## src/hdl/btu_pkg.sv

```systemverilog
// Package for the bit test unit: opcode fields, sizes, modes and port bundles.
package btu_pkg;
  localparam logic [15:0] BTU_PREFIX_WORD = 16'h7a02;
  localparam logic [1:0] BTU_MODE_REG = 2'h2;
  localparam logic [1:0] BTU_MODE_IND = 2'h0;
  localparam logic [1:0] BTU_MODE_EAM = 2'h1;
  localparam logic [6:0] BTU_OP_STATIC = 7'h13;
  localparam logic [6:0] BTU_OP_DYN = 7'h13;
  localparam logic [1:0] BTU_MODE_DYN = 2'h0;
  localparam int BTU_W_MSB = 8;
  localparam int BTU_OPC_MSB = 15;
  localparam int BTU_OPC_LSB = 9;
  localparam int BTU_MODE_MSB = 15;
  localparam int BTU_MODE_LSB = 14;
  localparam int BTU_SUB_MSB = 13;
  localparam int BTU_SUB_LSB = 9;
  localparam logic [4:0] BTU_SUB_CODE = 5'h13;
  localparam int BTU_DST_MSB = 7;
  localparam int BTU_DST_LSB = 4;
  localparam int BTU_EXT_DST_MSB = 11;
  localparam int BTU_EXT_DST_LSB = 8;
  localparam int BTU_IMM_MSB = 3;
  localparam int BTU_IMM_LSB = 0;
  localparam logic [3:0] BTU_REG_ZERO = 4'h0;
  localparam logic [1:0] BTU_EXT_ONE = 2'h1;
  localparam logic [1:0] BTU_EXT_THREE = 2'h3;

  typedef enum logic [1:0] {
    BTU_SZ_BYTE = 2'h0,
    BTU_SZ_WORD = 2'h1,
    BTU_SZ_LONG = 2'h2
  } btu_size_t;

  typedef enum logic [1:0] {
    BTU_ADDR_COMPACT = 2'h0,
    BTU_ADDR_SEGMENTED = 2'h1,
    BTU_ADDR_LINEAR = 2'h2
  } btu_addr_mode_t;

  typedef enum logic [1:0] {
    BTU_DST_REG = 2'h0,
    BTU_DST_IND = 2'h1,
    BTU_DST_EAM = 2'h2
  } btu_dst_kind_t;

  typedef struct packed {
    logic valid;
    logic dynamic;
    btu_size_t size;
    btu_dst_kind_t dst_kind;
    logic [3:0] dst_reg;
    logic [4:0] bit_num;
    logic [3:0] src_reg;
    logic ptr_long;
    logic [1:0] ext_words;
    logic illegal;
  } btu_decode_t;

  typedef struct packed {
    logic c;
    logic z;
    logic s;
    logic pv;
    logic d;
    logic h;
  } btu_flags_t;
endpackage

```

## src/hdl/btu_decode.sv

```systemverilog
// Combinational opcode decoder for the bit test group.
`timescale 1ns/1ns
module btu_decode (
  input wire logic [15:0] op_word,
  input wire logic [15:0] ext_word,
  input wire logic prefixed,
  input wire logic [1:0] ea_ext_words,
  input wire btu_pkg::btu_addr_mode_t addr_mode,
  output btu_pkg::btu_decode_t dec
);
  logic [1:0] mode;
  logic hit_static;
  logic hit_dyn;
  logic [3:0] dst_field;

  always_comb begin
    mode = op_word[btu_pkg::BTU_MODE_MSB:btu_pkg::BTU_MODE_LSB];
    dst_field = op_word[btu_pkg::BTU_DST_MSB:btu_pkg::BTU_DST_LSB];
    hit_static = op_word[btu_pkg::BTU_SUB_MSB:btu_pkg::BTU_SUB_LSB] == btu_pkg::BTU_SUB_CODE &&
      mode != btu_pkg::BTU_MODE_DYN |
      (mode == btu_pkg::BTU_MODE_IND && dst_field != btu_pkg::BTU_REG_ZERO);
    hit_dyn = op_word[btu_pkg::BTU_SUB_MSB:btu_pkg::BTU_SUB_LSB] == btu_pkg::BTU_SUB_CODE &&
      mode == btu_pkg::BTU_MODE_DYN && dst_field == btu_pkg::BTU_REG_ZERO;
    dec = '0;
    dec.valid = hit_static | hit_dyn;
    dec.dynamic = hit_dyn;
    if (prefixed) begin
      dec.size = btu_pkg::BTU_SZ_LONG;
    end else if (op_word[btu_pkg::BTU_W_MSB]) begin
      dec.size = btu_pkg::BTU_SZ_WORD;
    end else begin
      dec.size = btu_pkg::BTU_SZ_BYTE;
    end
    dec.ptr_long = addr_mode != btu_pkg::BTU_ADDR_COMPACT;
    if (hit_dyn) begin
      // The dynamic form takes its source register from the opcode and its destination from a second word.
      dec.dst_kind = btu_pkg::BTU_DST_REG;
      dec.src_reg = op_word[btu_pkg::BTU_IMM_MSB:btu_pkg::BTU_IMM_LSB];
      dec.dst_reg = ext_word[btu_pkg::BTU_EXT_DST_MSB:btu_pkg::BTU_EXT_DST_LSB];
    end else begin
      dec.dst_reg = dst_field;
      dec.bit_num = {op_word[btu_pkg::BTU_W_MSB] & prefixed,
        op_word[btu_pkg::BTU_IMM_MSB:btu_pkg::BTU_IMM_LSB]};
      case (mode)
        btu_pkg::BTU_MODE_REG: dec.dst_kind = btu_pkg::BTU_DST_REG;
        btu_pkg::BTU_MODE_IND: dec.dst_kind = btu_pkg::BTU_DST_IND;
        btu_pkg::BTU_MODE_EAM: begin
          dec.dst_kind = btu_pkg::BTU_DST_EAM;
          dec.ext_words = ea_ext_words;
          dec.illegal = ea_ext_words < btu_pkg::BTU_EXT_ONE;
        end
        default: dec.illegal = 1'b1;
      endcase
    end
  end
endmodule

```

## src/hdl/btu_core.sv

```systemverilog
// Bit test execution unit: decode, operand select and zero flag update.
// Behaviour
// - Zero flag becomes the inverse of the tested bit and every other flag is kept.
// - The tested operand is never written back to register or memory.
// - Legal positions are 0-7 for bytes, 0-15 for words and 0-31 for longwords.
// - A dynamic bit number is masked to its low 3, 4 or 5 bits by operand size.
// - Static forms take the bit number from the opcode, dynamic forms from a word register.
// - The dynamic form only tests a register destination.
// - Static effective-address forms carry the mode, bit number and 1 to 3 extension words.
// - The indirect pointer is a word in compact mode and a longword otherwise.
`timescale 1ns/1ns
module btu_core (
  clock,
  sys_rst,
  op_valid,
  op_word,
  ext_word,
  prefixed,
  ea_ext_words,
  addr_mode,
  src_reg_value,
  dst_value,
  flags_in,
  flags_out,
  done,
  illegal,
  dst_kind,
  dst_reg,
  src_reg,
  ptr_long,
  ext_words,
  write_back
);
  input wire logic clock;
  input wire logic sys_rst;
  input wire logic op_valid;
  input wire logic [15:0] op_word;
  input wire logic [15:0] ext_word;
  input wire logic prefixed;
  input wire logic [1:0] ea_ext_words;
  input wire btu_pkg::btu_addr_mode_t addr_mode;
  input wire logic [15:0] src_reg_value;
  input wire logic [31:0] dst_value;
  input wire btu_pkg::btu_flags_t flags_in;
  output btu_pkg::btu_flags_t flags_out;
  output logic done;
  output logic illegal;
  output btu_pkg::btu_dst_kind_t dst_kind;
  output logic [3:0] dst_reg;
  output logic [3:0] src_reg;
  output logic ptr_long;
  output logic [1:0] ext_words;
  output logic write_back;

  btu_pkg::btu_decode_t dec;
  logic [4:0] bit_sel;
  logic tested_bit;
  btu_pkg::btu_flags_t flags_d;

  btu_decode btu_decode_i (
    .op_word(op_word),
    .ext_word(ext_word),
    .prefixed(prefixed),
    .ea_ext_words(ea_ext_words),
    .addr_mode(addr_mode),
    .dec(dec)
  );

  function automatic logic [4:0] btu_mask(input btu_pkg::btu_size_t sz, input logic [4:0] n);
    case (sz)
      btu_pkg::BTU_SZ_BYTE: btu_mask = {2'h0, n[2:0]};
      btu_pkg::BTU_SZ_WORD: btu_mask = {1'h0, n[3:0]};
      default: btu_mask = n;
    endcase
  endfunction

  always_comb begin
    // Masking keeps every position inside the operand width.
    bit_sel = btu_mask(dec.size, dec.dynamic ? src_reg_value[4:0] : dec.bit_num);
    tested_bit = dst_value[bit_sel];
    flags_d = flags_in;
    flags_d.z = ~tested_bit;
  end

  always_ff @(posedge clock) begin
    if (sys_rst) begin
      flags_out <= '0;
      done <= 1'b0;
      illegal <= 1'b0;
    end else begin
      done <= op_valid & dec.valid & ~dec.illegal;
      illegal <= op_valid & (~dec.valid | dec.illegal);
      if (op_valid & dec.valid & ~dec.illegal) begin
        flags_out <= flags_d;
      end
    end
  end

  always_ff @(posedge clock) begin
    if (sys_rst) begin
      dst_kind <= btu_pkg::BTU_DST_REG;
      dst_reg <= '0;
      src_reg <= '0;
      ptr_long <= 1'b0;
      ext_words <= '0;
      write_back <= 1'b0;
    end else begin
      dst_kind <= dec.dst_kind;
      dst_reg <= dec.dst_reg;
      src_reg <= dec.src_reg;
      ptr_long <= dec.ptr_long;
      ext_words <= dec.ext_words;
      write_back <= 1'b0;
    end
  end

  property p_zflag;
    @(posedge clock) disable iff (sys_rst)
      op_valid & dec.valid & ~dec.illegal |=> flags_out.z == ~$past(tested_bit);
  endproperty
  a_zflag: assert property (p_zflag) else $error("zero flag wrong");
  property p_keep;
    @(posedge clock) disable iff (sys_rst)
      op_valid & dec.valid & ~dec.illegal |=> flags_out.c == $past(flags_in.c) &&
        flags_out.s == $past(flags_in.s) && flags_out.h == $past(flags_in.h) &&
        flags_out.pv == $past(flags_in.pv) && flags_out.d == $past(flags_in.d);
  endproperty
  a_keep: assert property (p_keep) else $error("other flag changed");
  property p_nowb;
    @(posedge clock) disable iff (sys_rst) ##1 !write_back;
  endproperty
  a_nowb: assert property (p_nowb) else $error("write back seen");
  property p_range;
    @(posedge clock) disable iff (sys_rst)
      dec.size == btu_pkg::BTU_SZ_BYTE |-> bit_sel < 5'h8;
  endproperty
  a_range: assert property (p_range) else $error("byte position out of range");
  property p_dynmask;
    @(posedge clock) disable iff (sys_rst)
      dec.dynamic && dec.size == btu_pkg::BTU_SZ_WORD |-> bit_sel == {1'b0, src_reg_value[3:0]};
  endproperty
  a_dynmask: assert property (p_dynmask) else $error("dynamic mask wrong");
  property p_dynreg;
    @(posedge clock) disable iff (sys_rst)
      op_valid & dec.dynamic |=> dst_kind == btu_pkg::BTU_DST_REG;
  endproperty
  a_dynreg: assert property (p_dynreg) else $error("dynamic not register");
  property p_ptr;
    @(posedge clock) disable iff (sys_rst)
      addr_mode == btu_pkg::BTU_ADDR_COMPACT |=> !ptr_long;
  endproperty
  a_ptr: assert property (p_ptr) else $error("pointer width wrong");
  property p_long;
    @(posedge clock) disable iff (sys_rst) prefixed |-> dec.size == btu_pkg::BTU_SZ_LONG;
  endproperty
  a_long: assert property (p_long) else $error("prefix not long");
  property p_wrange;
    @(posedge clock) disable iff (sys_rst)
      dec.size == btu_pkg::BTU_SZ_WORD |-> bit_sel < 5'h10;
  endproperty
  a_wrange: assert property (p_wrange) else $error("word position out of range");
  property p_bytemask;
    @(posedge clock) disable iff (sys_rst)
      dec.dynamic && dec.size == btu_pkg::BTU_SZ_BYTE |->
        bit_sel == {2'h0, src_reg_value[2:0]};
  endproperty
  a_bytemask: assert property (p_bytemask) else $error("byte mask wrong");
  property p_longmask;
    @(posedge clock) disable iff (sys_rst)
      dec.dynamic && dec.size == btu_pkg::BTU_SZ_LONG |-> bit_sel == src_reg_value[4:0];
  endproperty
  a_longmask: assert property (p_longmask) else $error("long mask wrong");
  property p_static;
    @(posedge clock) disable iff (sys_rst)
      !dec.dynamic && dec.size != btu_pkg::BTU_SZ_BYTE |->
        bit_sel[3:0] == op_word[btu_pkg::BTU_IMM_MSB:btu_pkg::BTU_IMM_LSB];
  endproperty
  a_static: assert property (p_static) else $error("static number wrong");
  property p_dynsrc;
    @(posedge clock) disable iff (sys_rst)
      dec.dynamic |-> dec.src_reg == op_word[btu_pkg::BTU_IMM_MSB:btu_pkg::BTU_IMM_LSB];
  endproperty
  a_dynsrc: assert property (p_dynsrc) else $error("dynamic source wrong");
  property p_dyndst;
    @(posedge clock) disable iff (sys_rst)
      dec.dynamic |->
        dec.dst_reg == ext_word[btu_pkg::BTU_EXT_DST_MSB:btu_pkg::BTU_EXT_DST_LSB];
  endproperty
  a_dyndst: assert property (p_dyndst) else $error("dynamic destination wrong");
  property p_ptrlong;
    @(posedge clock) disable iff (sys_rst)
      addr_mode != btu_pkg::BTU_ADDR_COMPACT |=> ptr_long;
  endproperty
  a_ptrlong: assert property (p_ptrlong) else $error("pointer not long");
  property p_refuse;
    @(posedge clock) disable iff (sys_rst)
      op_valid & (~dec.valid | dec.illegal) |=> illegal && !done && $stable(flags_out);
  endproperty
  a_refuse: assert property (p_refuse) else $error("refused op touched flags");
  property p_hold;
    @(posedge clock) disable iff (sys_rst)
      !op_valid |=> $stable(flags_out) && !done && !illegal;
  endproperty
  a_hold: assert property (p_hold) else $error("flags moved while idle");
  property p_done;
    @(posedge clock) disable iff (sys_rst)
      op_valid & dec.valid & ~dec.illegal |=> done && !illegal;
  endproperty
  a_done: assert property (p_done) else $error("legal op not done");
  property p_eamext;
    @(posedge clock) disable iff (sys_rst)
      dec.dst_kind == btu_pkg::BTU_DST_EAM && !dec.illegal |-> dec.ext_words != 2'h0;
  endproperty
  a_eamext: assert property (p_eamext) else $error("address form without words");
  property p_word;
    @(posedge clock) disable iff (sys_rst)
      !prefixed && op_word[btu_pkg::BTU_W_MSB] |-> dec.size == btu_pkg::BTU_SZ_WORD;
  endproperty
  a_word: assert property (p_word) else $error("size bit not word");
  property p_byte;
    @(posedge clock) disable iff (sys_rst)
      !prefixed && !op_word[btu_pkg::BTU_W_MSB] |-> dec.size == btu_pkg::BTU_SZ_BYTE;
  endproperty
  a_byte: assert property (p_byte) else $error("size bit not byte");
  c_dyn: cover property (@(posedge clock) op_valid & dec.dynamic);
  c_eam: cover property (@(posedge clock) op_valid & dec.dst_kind == btu_pkg::BTU_DST_EAM);
  c_zset: cover property (@(posedge clock) done & flags_out.z);
  c_long: cover property (@(posedge clock) op_valid & (dec.size == btu_pkg::BTU_SZ_LONG));
  c_refuse: cover property (@(posedge clock) illegal);
endmodule

```

## config.mk

```make
export PLATFORM = sky130hd
export DESIGN_NAME = btu_core
export DESIGN_NICKNAME = d
export VERILOG_FILES = /design/src/hdl/btu_pkg.sv /design/src/hdl/btu_decode.sv /design/src/hdl/btu_core.sv
export SDC_FILE = /design/constraint.sdc
export NUM_CORES = 1
export LEC_CHECK = 0
export BUFFER_PORTS_ARGS = -buffer_cell sky130_fd_sc_hd__clkbuf_2
export CORE_UTILIZATION = 39
export DETAILED_ROUTE_END_ITERATION = 8
export GPL_ROUTABILITY_DRIVEN = 0
export GPL_TIMING_DRIVEN = 1
export PLACE_DENSITY_LB_ADDON = 0.05
export REMOVE_ABC_BUFFERS = 1
export SYNTH_ARGS = -nofsm -noshare
export SYNTH_HDL_FRONTEND = slang
export SYNTH_SLANG_ARGS = --single-unit
```

## constraint.sdc

```tcl
create_clock -name clock -period 8.1 [get_ports clock]
set_input_delay 2.025 -clock clock [delete_from_list [all_inputs] [get_ports clock]]
set_output_delay 2.025 -clock clock [all_outputs]
set_load 0.02 [all_outputs]
```

# Word-level counts from Yosys, hierarchy flattened

Index checks and enable logic that the tools add are counted.

Register bits after elaboration: 21
Logic and storage cells: 55
Output and inout port bits: 22

Order comparisons: 2
Bitwise operators: 12
Mux-type cells: 10
Equal/unequal tests: 4
Reduce and logical (&&, ||, !) cells: 14

Operator list:

| operator             | number |
|---|---|
| $pmux W5 S2          | 1 |
| $lt A5 B6 Y1 const B | 1 |
| $reduce_or A2 Y1     | 3 |
| $bmux W1 S5          | 1 |
| $eq A5 B5 Y1 const B | 1 |
| $mux W5              | 1 |
| $not A1 Y1           | 5 |
| $and A1 B1 Y1        | 4 |
| $eq A2 B1 Y1 const B | 2 |
| $logic_and A1 B1 Y1  | 4 |
| $logic_not A2 Y1     | 2 |
| $logic_not A4 Y1     | 1 |
| $mux W4              | 1 |
| $pmux W2 S2          | 1 |
| $reduce_bool A2 Y1   | 2 |
| $reduce_bool A4 Y1   | 1 |
| $mux W1              | 3 |
| $or A1 B1 Y1         | 3 |
| $reduce_or A3 Y1     | 1 |
| $eq A2 B2 Y1 const B | 1 |
| $lt A2 B1 Y1 const B | 1 |
| $mux W2              | 1 |
| $pmux W1 S2          | 1 |

# Depth between registers and ports, before layout

Word-level depth: 8
Gate-level depth with buffers: 9

# Modules after synthesis

Synthesis repeated with hierarchy kept, for this count alone.

Cell total of the unflattened synthesis: 202
Area total of the unflattened synthesis: 1,597.8 µm²

By module, submodules not included:

| module     | area an instance (µm²) | cells each | times used |
|---|---|---|---|
| btu_core   | 1,280.0                | 160        | 1 |
| btu_decode | 317.8                  | 42         | 1 |

# Worst setup path after synthesis

No wires, ideal clock.

Path kind: input-to-reg
Start point: in op_word[4]
End point: reg flags_out[4] (netlist bit)
Stages on the path: 9
Arrival: 4.194 ns
Path buffers: 2
Setup slack: 3.782 ns
Cells stage by stage: or4_4 or4_1 buf_2 o21ai_2 buf_6 mux2i_1 a2111oi_2 o211a_1 o21ai_1

Word-level cells in the longest chain between the ends: 7
Elaborated cells between the ends (all ways): 16
Classes of those cells: 5 x mux; 6 x bitwise; 5 x reduce/logical

RTL lines:

| what                                                                  | RTL line                           | text |
|---|---|---|
| start, declared                                                       | btu_core.sv:37                     | `input wire logic [15:0] op_word;` |
| $logic_not A4 Y1 / $reduce_bool A4 Y1 (equally long branches)         | btu_decode.sv:23, btu_decode.sv:21 |  |
| $logic_and A1 B1 Y1, on equally long branches                         | btu_decode.sv:23, btu_decode.sv:21 |  |
| $mux W5 / $or A1 B1 Y1 (equally long branches)                        | btu_core.sv:79, btu_decode.sv:20   |  |
| $pmux W5 S2 / $logic_and A1 B1 Y1 (equally long branches)             | btu_core.sv:70, btu_decode.sv:19   |  |
| $bmux W1 S5 / $or A1 B1 Y1 (equally long branches)                    | btu_core.sv:80, btu_decode.sv:25   |  |
| $mux W1 (not written as such) / $and A1 B1 Y1 (equally long branches) | btu_core.sv:80, btu_core.sv:93     |  |
| $not A1 Y1 / $and A1 B1 Y1 (equally long branches)                    | btu_core.sv:82, btu_core.sv:93     |  |
| end signal, assigned                                                  | btu_core.sv:94                     | `flags_out <= flags_d;` |
| end, declared                                                         | btu_core.sv:45                     | `output btu_pkg::btu_flags_t flags_out;` |

Several ways; a longest one is shown, not always the timed one. The select of a mux whose other input is x is not followed.
A chain may end at the register's enable or synchronous reset.

# Final worst setup path

Same ends and word-level chain as after synthesis.

==> flow_metrics.env <==
export IMPL_status="finished, violations left"
export IMPL_violations="DRC"
export IMPL_coreArea_um2=2850
export IMPL_routedWlPerCell_um=11.7
export IMPL_startpoint_type="input pin"
export IMPL_cts_buffer_depth=2
export IMPL_synth_cell_types=44
export IMPL_io_pins=116
export IMPL_cts_root_buf="clkbuf_4"
export IMPL_worst_slack_ns=3.47
export IMPL_grt_max_degree=18
export IMPL_max_slew_margin_pct=57.5
export IMPL_syn_area_um2=1220
export IMPL_drc=6
export IMPL_final_common_cell="clkbuf_2"
export IMPL_place_hpwl_mm=2.51
export IMPL_fin_area_um2=1710
export IMPL_rrSetupSlack_ns=6.95
export IMPL_grt_pass1_wl_mm=4.65
export IMPL_num_vias=1316
export IMPL_ant_nets=0
export IMPL_cts_setup_buffers=0
export IMPL_finalPower_mw=0.202
export IMPL_fp_row_count=19
export IMPL_clk_pin_slew_ns=0.11
export IMPL_tightest_slew_ns=0.637
export IMPL_fin_crit_ns=4.63
export IMPL_endpoint_kind="flip-flop"
export IMPL_async_flop_share_pct=0
export IMPL_drt_total_wl_mm=2.97
export IMPL_avgSynthCellArea_um2=9.03
export IMPL_power_density_nw_per_um2=118
export IMPL_cts_buffers_inserted=3
export IMPL_clkLatencyLatePin_ns=0.29
export IMPL_critPathMaxFanout=12
export IMPL_place_area_um2=1680
export IMPL_grt_usage_pct=17.9
export IMPL_die_x_um=57.9
export IMPL_vdd_drop_max_mv=0.0983
export IMPL_drt_iter0_drc=47
export IMPL_placedCellCount=250
export IMPL_yosys_warnings=0
export IMPL_r2r_cells=4
export IMPL_post_route_period_util_pct=57.2
export IMPL_layout_drive_gt1_share_pct=47.1
export IMPL_hold_violations=0
export IMPL_start_util_pct=42.7
export IMPL_largest_reg_flops=6
export IMPL_firstDrtPassIters=6
export IMPL_fin_skew_ns=0
export IMPL_setup_tns_ns=0
export IMPL_fmax_mhz=216
export IMPL_finalSetupViolations=0
export IMPL_postLayoutCoreUtil_pct=59.9
export IMPL_nNetsFinal=318
export IMPL_arrival_ns=4.87
export IMPL_leakage_nw=0.850
export IMPL_slew_violations=0
export IMPL_final_cell_mix="clkbuf_2 (90), nor2_1 (21), dfxtp_1 (21)"
export IMPL_grt_pass1_vias=1180
export IMPL_cts_num_sinks=21
export IMPL_yosysSeqAreaShare_pct=34.5
export IMPL_die_area_um2=3350
export IMPL_h_tree_depth=1
export IMPL_rsz0062_at_grt="false"
export IMPL_whs_ns=0.511
export IMPL_stdcell_count=254
export IMPL_cts_tree="yes"
export IMPL_gr_total_overflow=0
export IMPL_hold_path_class="flip-flop to flip-flop"
export IMPL_chipHeight_um=57.9
export IMPL_portBuffers=90
export IMPL_area_growth_pct=40.1
export IMPL_post_cts_resized=0
export IMPL_drv_cap=0
export IMPL_synth_edf_count=0
export IMPL_ys_flop_type="dfxtp_1"
export IMPL_insertedDiodeCount=0
export IMPL_place_ws_ns=3.17
export IMPL_ys_ff_latch=21
export IMPL_antenna_found_initial=0
export IMPL_worstHoldPathCells=2
export IMPL_viasPerCell=5.18
export IMPL_critPathRequiredTime_ns=8.33
export IMPL_syn_inst=135
export IMPL_worstSetupPathType="input pin to flip-flop"
export IMPL_hold_buffers=0
-- cell families (layout without fill, tap and decap cells) --
| group | count (synthesis) | in the layout | synth area share, % |
|---|---|---|---|
| other cells | 1 | 1 | 0.308 |
| mux | 21 | 21 | 20.3 |
| flops | 21 | 21 | 34.5 |
| buf+inv | 13 | 101 | 5.13 |
| compound gates | 30 | 30 | 18.5 |
| simple gates | 49 | 49 | 21.3 |
-- where the power goes --
part           leakage (nW)  internal, mW  switching [mW]
logic                 0.663        0.0240          0.0229
clock network        0.0150        0.0192          0.0294
registers             0.171         0.106        0.000598
-- worst max-delay path, cell delays in order --
cell	delay [ns]
clkbuf_2	0.09
or4_4	0.56
or4_1	0.65
o21ai_2	0.57
mux4_1	0.63
nand4_1	0.11
o2111ai_1	0.12
o21ai_1	0.10
-- final timing paths --
kind / from / endpoint
worst max-delay path: op_word[4] / flags_out[4]
worst min-delay path: flags_out[2] / flags_out[2]
worst max register to register: flags_out[4] / flags_out[4]
worst min register to register: flags_out[2] / flags_out[2]
-- layout make-up --
cell class | instances | area (µm²)
fill | 260 | 1140
multi-input combinational | 101 | 742
timing repair buffer | 91 | 458
sequential | 21 | 420
tap | 31 | 38.8
clock buffer | 4 | 26.3
inverter | 6 | 22.5
-- synth_stat cells (all sizes together) (2+ instances only) --
master | n | area [µm²]
mux2 | 4 | 45.0
a32oi | 2 | 17.5
and2 | 8 | 50.1
a21oi | 4 | 20.0
mux4 | 2 | 52.6
inv | 6 | 22.5
or4 | 2 | 18.8
mux2i | 15 | 150
nand2 | 3 | 11.3
o211ai | 4 | 30.0
dfxtp | 21 | 420
nor4 | 3 | 18.8
o21ai | 7 | 38.8
clkbuf | 3 | 11.3
nor3b | 3 | 22.5
nor2 | 21 | 78.8
nand2b | 2 | 12.5
buf | 4 | 28.8
-- metal layers --
layer / up-vias / track usage [%] / routed length, µm
li1: 672 / - / -
met1: 587 / 18.9 / 1200
met2: 52 / 35.0 / 1520
met3: 5 / 4.02 / 216
met4: 0 / 5.44 / 29
met5: - / 0 / 0
No activity file was read; power rests on OpenSTA's default activity.
